--- config.mk ---
export PLATFORM = sky130hd
export DESIGN_NAME = boot_config_status_and_pin_mux
export DESIGN_NICKNAME = d
export VERILOG_FILES = /design/src/boot_config_status_and_pin_mux.v
export VERILOG_INCLUDE_DIRS = /design/src
export SDC_FILE = /design/constraint.sdc
export NUM_CORES = 1
export LEC_CHECK = 0
export BUFFER_PORTS_ARGS = -buffer_cell sky130_fd_sc_hd__buf_2
export CORE_MARGIN = 1.5
export CORE_UTILIZATION = 37
export DETAILED_ROUTE_END_ITERATION = 10
export HOLD_SLACK_MARGIN = 0.08
export PLACE_DENSITY = 0.73
export SYNTH_ARGS = -nofsm -noshare
export SYNTH_HDL_FRONTEND = slang
export SYNTH_SLANG_ARGS = --single-unit
--- constraint.sdc ---
create_clock -name clk_sys -period 1.2 [get_ports clk_sys]
set_input_delay 0.12 -clock clk_sys [delete_from_list [all_inputs] [get_ports clk_sys]]
set_output_delay 0.12 -clock clk_sys [all_outputs]
set_load 0.005 [all_outputs]
--- src/pin_mux_defines.vh ---
// register offsets, field positions and reset values for the boot status and pin mux block
// assumes a byte-addressed register port with 8-bit addresses, one 32-bit register every 4 bytes
`ifndef PIN_MUX_DEFINES_VH
`define PIN_MUX_DEFINES_VH
`define ADDR_STATUS 8'h00
`define ADDR_GPIO_EN 8'h04
`define ADDR_GPIO_DIR 8'h08
`define ADDR_GPIO_OUT 8'h0C
`define ADDR_GPIO_IN 8'h10
`define ADDR_MAC_SEL 8'h14
`define BIT_RESERVED7 7
`define BIT_PCI_SEL 8
`define BIT_MAC_SEL 11
`define RESERVED7_VALUE 1'b0
`define GPIO_IDX_QUARTER 0
`define GPIO_IDX_SIXTH 1
`define GPIO_IDX_VCXO 2
`define GPIO_COUNT 3
`define GPIO_RESET 3'h0
`define STRAP_RESET 8'h10
`define MUX_NOT_GPIO 1'b0
`define DIR_OUTPUT 1'b1
`define OE_DRIVE 1'b0
`define GPIO_FREE 1'b1
`define CAPTURE_IDLE 1'b0
`define CAPTURE_DONE 1'b1
`define MULT_RESET 2'b00
`define ENDIAN_RESET 1'b1
`define BOOT_RESET 2'b00
`define EXTCLK_RESET 2'b00
`define PCI_RESET 1'b0
`define MAC_RESET 1'b0
`define BIT_ENDIAN 4
`define FLD_UPPER_HI 31
`define FLD_UPPER_LO 12
`define FLD_MID_HI 10
`define FLD_MID_LO 9
`define FLD_MULT_HI 6
`define FLD_MULT_LO 5
`define FLD_BOOT_HI 3
`define FLD_BOOT_LO 2
`define FLD_EXTCLK_HI 1
`define FLD_EXTCLK_LO 0
`define UPPER_ZERO 20'h00000
`define MID_ZERO 2'b00
`define PAD29_ZERO 29'h0000000
`define PAD31_ZERO 31'h00000000
`define WORD_ZERO 32'h00000000
`endif

--- src/boot_config_status_and_pin_mux.v ---
// boot configuration status word and shared-pin multiplexer
// holds the strap latch, the gpio takeover registers and the register read path
// assumes straps are stable around reset release and inputs are synchronous to clk_sys
// assumes software sets the mux registers once after reset and leaves them alone
//
// Added by the designer: the register addresses and the plain strobed port.
`timescale 1ns/1ps
`include "pin_mux_defines.vh"

module boot_config_status_and_pin_mux (
  input wire clk_sys,
  input wire resetn,
  input wire clk_en,
  input wire [7:0] addr,
  input wire [31:0] wdata,
  input wire wr_stb,
  input wire rd_stb,
  output reg [31:0] rdata,
  input wire cpu_multiplier_sel_hi,
  input wire cpu_multiplier_sel_lo,
  input wire byte_order_strap,
  input wire boot_source_hi,
  input wire boot_source_lo,
  input wire extmem_clock_sel_hi,
  input wire extmem_clock_sel_lo,
  input wire pci_config_select,
  input wire cpu_quarter_clock,
  input wire cpu_sixth_clock,
  input wire vcxo_control,
  input wire [2:0] pad_in,
  output wire [2:0] pad_out,
  output wire [2:0] pad_oe_n,
  output wire [2:0] gpio_pin_in,
  output wire pci_active,
  output wire host_mac_gpio_active,
  output wire ethernet_mac_active,
  output wire [1:0] extmem_clock_sel,
  output wire byte_order_flag
);

  // latched strap fields, one register per field
  reg [1:0] strap_mult;
  reg strap_endian;
  reg [1:0] strap_boot;
  reg [1:0] strap_extclk;
  reg strap_pci;
  reg captured;

  // software-written mux registers
  reg [2:0] gpio_pin_enable;
  reg [2:0] gpio_pin_direction;
  reg [2:0] gpio_out;
  reg ethernet_mac_select;

  // next values of every stored field
  wire [1:0] next_strap_mult;
  wire next_strap_endian;
  wire [1:0] next_strap_boot;
  wire [1:0] next_strap_extclk;
  wire next_strap_pci;
  wire next_captured;
  wire [2:0] next_gpio_pin_enable;
  wire [2:0] next_gpio_pin_direction;
  wire [2:0] next_gpio_out;
  wire next_ethernet_mac_select;

  // register port decode and write enables
  wire capture_now;
  wire sel_status;
  wire sel_gpio_en;
  wire sel_gpio_dir;
  wire sel_gpio_out;
  wire sel_gpio_in;
  wire sel_mac;
  wire rd_hit;
  wire wr_gpio_en;
  wire wr_gpio_dir;
  wire wr_gpio_out;
  wire wr_mac;

  // read words, one per register
  wire [31:0] status_word;
  wire [31:0] word_gpio_en;
  wire [31:0] word_gpio_dir;
  wire [31:0] word_gpio_out;
  wire [31:0] word_gpio_in;
  wire [31:0] word_mac;
  reg [31:0] next_rdata;

  // pin mux sources and ownership
  wire [2:0] func_out;
  wire [2:0] gpio_allowed;
  wire [2:0] gpio_take;

  // straps are taken once, on the first enabled edge after reset release
  assign capture_now = ~captured;
  assign next_captured = capture_now ? `CAPTURE_DONE : captured;

  // clock and boot straps: pins while capturing, held afterwards until the next reset
  assign next_strap_mult = capture_now ?
                           {cpu_multiplier_sel_hi, cpu_multiplier_sel_lo} : strap_mult;
  assign next_strap_endian = capture_now ? byte_order_strap : strap_endian;
  assign next_strap_boot = capture_now ? {boot_source_hi, boot_source_lo} : strap_boot;

  // memory clock and pci straps, same capture rule
  assign next_strap_extclk = capture_now ?
                             {extmem_clock_sel_hi, extmem_clock_sel_lo} : strap_extclk;
  assign next_strap_pci = capture_now ? pci_config_select : strap_pci;

  // gpio register next values: new data on a matching write, otherwise held
  assign next_gpio_pin_enable = wr_gpio_en ? wdata[`GPIO_COUNT-1:0] : gpio_pin_enable;
  assign next_gpio_pin_direction = wr_gpio_dir ? wdata[`GPIO_COUNT-1:0] : gpio_pin_direction;
  assign next_gpio_out = wr_gpio_out ? wdata[`GPIO_COUNT-1:0] : gpio_out;

  // mac select next value
  assign next_ethernet_mac_select = wr_mac ? wdata[0] : ethernet_mac_select;

  // capture marker, cleared only by reset
  always @(posedge clk_sys or negedge resetn) begin
    if (!resetn) begin
      captured <= `CAPTURE_IDLE;
    end else if (clk_en) begin
      captured <= next_captured;
    end
  end

  // cpu multiplier strap, bypass until captured
  always @(posedge clk_sys or negedge resetn) begin
    if (!resetn) begin
      strap_mult <= `MULT_RESET;
    end else if (clk_en) begin
      strap_mult <= next_strap_mult;
    end
  end

  // byte order strap, little-endian until captured
  always @(posedge clk_sys or negedge resetn) begin
    if (!resetn) begin
      strap_endian <= `ENDIAN_RESET;
    end else if (clk_en) begin
      strap_endian <= next_strap_endian;
    end
  end

  // boot source strap, no boot until captured
  always @(posedge clk_sys or negedge resetn) begin
    if (!resetn) begin
      strap_boot <= `BOOT_RESET;
    end else if (clk_en) begin
      strap_boot <= next_strap_boot;
    end
  end

  // memory clock source strap, input pin until captured
  always @(posedge clk_sys or negedge resetn) begin
    if (!resetn) begin
      strap_extclk <= `EXTCLK_RESET;
    end else if (clk_en) begin
      strap_extclk <= next_strap_extclk;
    end
  end

  // pci select strap, disabled until captured
  always @(posedge clk_sys or negedge resetn) begin
    if (!resetn) begin
      strap_pci <= `PCI_RESET;
    end else if (clk_en) begin
      strap_pci <= next_strap_pci;
    end
  end

  // gpio enables, cleared so the default functions own the pins
  always @(posedge clk_sys or negedge resetn) begin
    if (!resetn) begin
      gpio_pin_enable <= `GPIO_RESET;
    end else if (clk_en) begin
      gpio_pin_enable <= next_gpio_pin_enable;
    end
  end

  // gpio directions, input after reset
  always @(posedge clk_sys or negedge resetn) begin
    if (!resetn) begin
      gpio_pin_direction <= `GPIO_RESET;
    end else if (clk_en) begin
      gpio_pin_direction <= next_gpio_pin_direction;
    end
  end

  // gpio output levels
  always @(posedge clk_sys or negedge resetn) begin
    if (!resetn) begin
      gpio_out <= `GPIO_RESET;
    end else if (clk_en) begin
      gpio_out <= next_gpio_out;
    end
  end

  // mac select, disabled after reset
  always @(posedge clk_sys or negedge resetn) begin
    if (!resetn) begin
      ethernet_mac_select <= `MAC_RESET;
    end else if (clk_en) begin
      ethernet_mac_select <= next_ethernet_mac_select;
    end
  end

  // address decode for the register port
  assign sel_status = (addr == `ADDR_STATUS);
  assign sel_gpio_en = (addr == `ADDR_GPIO_EN);
  assign sel_gpio_dir = (addr == `ADDR_GPIO_DIR);
  assign sel_gpio_out = (addr == `ADDR_GPIO_OUT);
  assign sel_gpio_in = (addr == `ADDR_GPIO_IN);
  assign sel_mac = (addr == `ADDR_MAC_SEL);

  // writes reach only the mux registers; status and unmapped addresses are ignored
  assign wr_gpio_en = wr_stb & sel_gpio_en;
  assign wr_gpio_dir = wr_stb & sel_gpio_dir;
  assign wr_gpio_out = wr_stb & sel_gpio_out;
  assign wr_mac = wr_stb & sel_mac;

  // a read of a mapped address returns its word, anything else returns zero
  assign rd_hit = rd_stb & (sel_status | sel_gpio_en | sel_gpio_dir | sel_gpio_out |
                            sel_gpio_in | sel_mac);

  // read word chosen in the strobe cycle, registered into rdata
  always @* begin
    next_rdata = `WORD_ZERO;
    if (rd_hit) begin
      case (addr)
        // latched configuration
        `ADDR_STATUS: begin
          next_rdata = status_word;
        end
        // gpio enables
        `ADDR_GPIO_EN: begin
          next_rdata = word_gpio_en;
        end
        // gpio directions
        `ADDR_GPIO_DIR: begin
          next_rdata = word_gpio_dir;
        end
        // gpio output levels
        `ADDR_GPIO_OUT: begin
          next_rdata = word_gpio_out;
        end
        // raw pad levels
        `ADDR_GPIO_IN: begin
          next_rdata = word_gpio_in;
        end
        // mac select
        `ADDR_MAC_SEL: begin
          next_rdata = word_mac;
        end
        // unmapped
        default: begin
          next_rdata = `WORD_ZERO;
        end
      endcase
    end
  end

  // read data stands for the one cycle after the strobe, zero otherwise
  always @(posedge clk_sys or negedge resetn) begin
    if (!resetn) begin
      rdata <= `WORD_ZERO;
    end else if (clk_en) begin
      rdata <= next_rdata;
    end
  end

  // status word upper part: reserved zeros around the mac select
  assign status_word[`FLD_UPPER_HI:`FLD_UPPER_LO] = `UPPER_ZERO;
  assign status_word[`BIT_MAC_SEL] = ethernet_mac_select;
  assign status_word[`FLD_MID_HI:`FLD_MID_LO] = `MID_ZERO;
  // pci select and the fixed reserved bit; no write path reaches either
  assign status_word[`BIT_PCI_SEL] = strap_pci;
  assign status_word[`BIT_RESERVED7] = `RESERVED7_VALUE;
  // latched clock, byte order, boot and memory clock straps
  assign status_word[`FLD_MULT_HI:`FLD_MULT_LO] = strap_mult;
  assign status_word[`BIT_ENDIAN] = strap_endian;
  assign status_word[`FLD_BOOT_HI:`FLD_BOOT_LO] = strap_boot;
  assign status_word[`FLD_EXTCLK_HI:`FLD_EXTCLK_LO] = strap_extclk;

  // mux register read words, zero above the used bits
  assign word_gpio_en = {`PAD29_ZERO, gpio_pin_enable};
  assign word_gpio_dir = {`PAD29_ZERO, gpio_pin_direction};
  assign word_gpio_out = {`PAD29_ZERO, gpio_out};
  assign word_gpio_in = {`PAD29_ZERO, pad_in};
  assign word_mac = {`PAD31_ZERO, ethernet_mac_select};

  // global pci select from the latched strap: one owner per function group
  assign pci_active = strap_pci;
  assign host_mac_gpio_active = ~strap_pci;
  assign ethernet_mac_active = ethernet_mac_select & ~strap_pci;

  // strap-routed configuration shown to the rest of the device
  assign extmem_clock_sel = strap_extclk;
  assign byte_order_flag = strap_endian;

  // default function source per pin
  assign func_out[`GPIO_IDX_QUARTER] = cpu_quarter_clock;
  assign func_out[`GPIO_IDX_SIXTH] = cpu_sixth_clock;
  assign func_out[`GPIO_IDX_VCXO] = vcxo_control;

  // gpio permission per pin: the vcxo pin only with pci off
  assign gpio_allowed[`GPIO_IDX_QUARTER] = `GPIO_FREE;
  assign gpio_allowed[`GPIO_IDX_SIXTH] = `GPIO_FREE;
  assign gpio_allowed[`GPIO_IDX_VCXO] = ~strap_pci;

  // per-pin mux: default function drives, gpio takes over when enabled and allowed
  genvar i;
  generate
    for (i = 0; i < `GPIO_COUNT; i = i + 1) begin : g_pin
      wire pin_dir_out;
      wire pin_gpio_oe_n;
      wire pin_func;
      assign gpio_take[i] = gpio_pin_enable[i] & gpio_allowed[i];
      assign pin_dir_out = (gpio_pin_direction[i] == `DIR_OUTPUT);
      assign pin_gpio_oe_n = ~pin_dir_out;
      assign pin_func = func_out[i];
      assign pad_out[i] = gpio_take[i] ? gpio_out[i] : pin_func;
      assign pad_oe_n[i] = gpio_take[i] ? pin_gpio_oe_n : `OE_DRIVE;
      assign gpio_pin_in[i] = gpio_take[i] ? pad_in[i] : `MUX_NOT_GPIO;
    end
  endgenerate

endmodule // boot_config_status_and_pin_mux

==> flow_summary_export.csv <==
group,metric,value,unit
sta,timing.hold.ws,0.1097,ns
placement,dpl.hpwl,2959,um
floorplanning,die_y,67.97,um
floorplanning,num_rows,23,
route,wl,4077,um
critical_path,r2r-end,"rdata[1]",
global_route,track_usage,18.40,%
route,postRouteAntennaNets,0,
route,topRoutingLayerUsed,"met4",
critical_path,path_class,"flip-flop to output pin",
floorplanning,dieArea,4619,um2
global_route,grt_pass1_vias,1325,
clock_network,cts_buffers,3,
logic_synthesis,ys.warnings.count,0,
final_layout,final_common_cell,"buf_2",
placement,place.port_buffers,53,
global_route,grt-ovfl-total,0,
power,max-vdd-ir-drop,0.6252,mV
sta,setup-violations-final,12,
min_path,hold_path_class,"primary input to flip-flop",
final_layout,fin_util,58.82,%
final_layout,final_cell_area,2370,um2
floorplanning,die_w,67.97,um
sta,fin_worst_skew,0.003708,ns
run,maxCapViolCount,0,
final_layout,area_growth,51.76,%
route,route.met3.wl,192,um
critical_path,cp.required,1.08,ns
min_path,hold-path-endpoint,"gpio_pin_enable[2]",
global_route,grt_antenna_before_repair,0,
clock_network,clkLatencyLatePin,0.28,ns
critical_path,arrival,1.21,ns
floorplanning,ios,106,
final_layout,num_antenna_cells,0,
logic_synthesis,yosys.area.top_type,"dfrtp_1",
power,power_leakage,1.196,nW
sta,max_clock_freq,749.3,MHz
sta,finalCritPeriodShare,111.2,%
clock_network,tritoncts,"done",
logic_synthesis,synth_top_area_share,43.27,%
sta,worstMarginPinSlew,0.6398,ns
placement,place_area,2016,um2
logic_synthesis,syn_avg_cell_area,10.70,um2
placement,place.gp.congestion,0.8118,
outcome,status,"finished, violations left",
sta,slew_violations,0,
min_path,worstHoldStart,"wdata[2]",
final_layout,fin_nets,303,
sta,min_period,1.335,ns
global_route,grt_pass1_wl,6203,um
floorplanning,initial_core_util,38.76,%
route,num_vias,1374,
clock_network,clock-root-buffer,"clkbuf_8",
route,m1WireLength,1833,um
critical_path,crit_path_max_fanout,2,
sta,rsz0062_at_grt,"true",
logic_synthesis,synth_area,1561,um2
sta,hold_violations,0,
global_route,grt_start_max_net_pins,29,
critical_path,reg2reg_slack,-0.03,ns
clock_network,clk_path_buf_depth,2,
final_layout,final_cell_mix,"47 x buf_2, 30 x buf_4, 27 x dfrtp_1",
route,drtIter0Drc,30,
critical_path,endpoint_kind,"output pin",
sta,finalSetupTns,-0.6997,ns
logic_synthesis,ys_ff_latch,28,
clock_network,clk_pin_slew,0.10,ns
route,dr.pass1.iters,6,
critical_path,cp-start-kind,"flip-flop",
outcome,violations,"setup timing",
critical_path,r2r_start,"gpio_out[1]",
power,power_density,903.7,nW/um2
clock_network,cts_num_sinks,28,
route,avgRoutedWirePerCell,13.91,um
placement,place_ws,-0.3840,ns
route,post_drt_via_cell_ratio,4.689,
critical_path,reg2reg_depth,5,
route,remaining_drc_errors,0,
clock_network,htreeDepth,1,
route,wl_met2,1948,um
sta,relSlewSlack,57.35,%
floorplanning,fp.coreArea,4029,um2
logic_synthesis,syn-instance-count,146,
min_path,hold-path-cell-count,2,
logic_synthesis,yosys-top-cells-area,"dfrtp_1 43%, mux2_2 17%, buf_4 12%",
logic_synthesis,synth_cell_type_count,31,
sta,worst_slack,-0.1345,ns
logic_synthesis,yosysSeqAreaShare,44.95,%
final_layout,drive_above_1_share,56.38,%
## synthesized netlist by cell type
master / count
o22a_1: 2
nand4_1: 1
nor3_4: 1
buf_4: 24
nor2b_1: 5
dfrtp_1: 27
a2111oi_0: 1
dfstp_2: 1
nand2_1: 10
o31ai_1: 1
and3_1: 2
o21ai_0: 6
nand3_1: 4
and2_1: 2
or2_2: 1
a32oi_1: 1
nor3b_2: 1
a22oi_1: 4
nor4_1: 1
o22ai_1: 3
nor4b_1: 1
conb_1: 1
nor2_1: 3
clkbuf_1: 3
nor3_1: 2
mux2_2: 24
nand2b_1: 1
inv_1: 9
mux2i_1: 1
o2bb2ai_1: 1
or4_4: 2
## metrics by stage
stage	cells	total power, mW
6_report	293	2.142
5_1_grt	293	2.245
4_1_cts	290	2.147
3_5_place_dp	271	1.328
3_3_place_gp	271	1.320
2_1_floorplan	168	1.198
## worst max-delay path, cell delays in order, from the launching register on
cell     delay (ns)
dfrtp_1        0.41
nand2_2        0.08
mux2_2         0.32
buf_2          0.12
## worst max-delay path by stage
stage	from	to	slack [ns]	cells after the start
2_1_floorplan	addr[4]	gpio_out[0]	-0.16	4
3_3_place_gp	addr[4]	gpio_out[2]	-0.35	5
3_5_place_dp	addr[4]	gpio_out[1]	-0.38	5
4_1_cts	gpio_pin_enable[2]	pad_out[2]	-0.14	3
5_1_grt	pci_active	pad_out[2]	-0.16	4
6_report	gpio_pin_enable[2]	pad_out[2]	-0.13	3
## state kept, by name, indices dropped and copies added (netlist names)
name and flops:
pci_active 1, strap_mult 2, extmem_clock_sel 2, strap_boot 2, captured 1, byte_order_flag 1, rdata 9, gpio_out 3
gpio_pin_direction 3, ethernet_mac_select 1, gpio_pin_enable 3
## power breakdown
group	total (mW)	internal, mW	switching [mW]
clock network	0.757	0.447	0.309
logic	0.369	0.206	0.163
registers	1.02	0.987	0.0292
total	2.14	1.64	0.501
## what timing repair did
| action | in CTS | in global routing |
|---|---|---|
| setup endpoints to repair | 16 | 25 |
| hold buffers | 9 | 0 |
| setup buffers | 6 | 4 |
| gates resized for setup | 23 | 8 |
| endpoints found under the hold margin | 35 | 0 |
| pin swaps | 5 | 3 |
## cell type report
type	instances	area, um2
Clock inverter	1	30.03
Fill cell	344	1659
Clock buffer	3	41.29
Timing Repair Buffer	98	689.4
Tap cell	50	62.56
Multi-Input combinational cell	104	810.8
Inverter	9	33.78
Sequential cell	28	701.9
## logic make-up (layout without fill, tap and decap cells)
kind of cell           count (synthesis)  count (layout)  synth area share (%)
and+or+nand+nor                       37              37                 14.10
muxes                                 25              25                 17.95
other                                  1              23                0.2402
AOI/OAI and AO/OA                     19              19                 8.334
DFF                                   28              28                 44.95
buffers and inverters                 36             111                 14.42
## routing by layer
layer | up-vias | global-route usage (%)
met4 | 0 | 9.250
met5 | - | 0
li1 | 658 | -
met2 | 54 | 28.88
met3 | 9 | 1.645
met1 | 653 | 25.34
(Power assumes the default switching activity.)
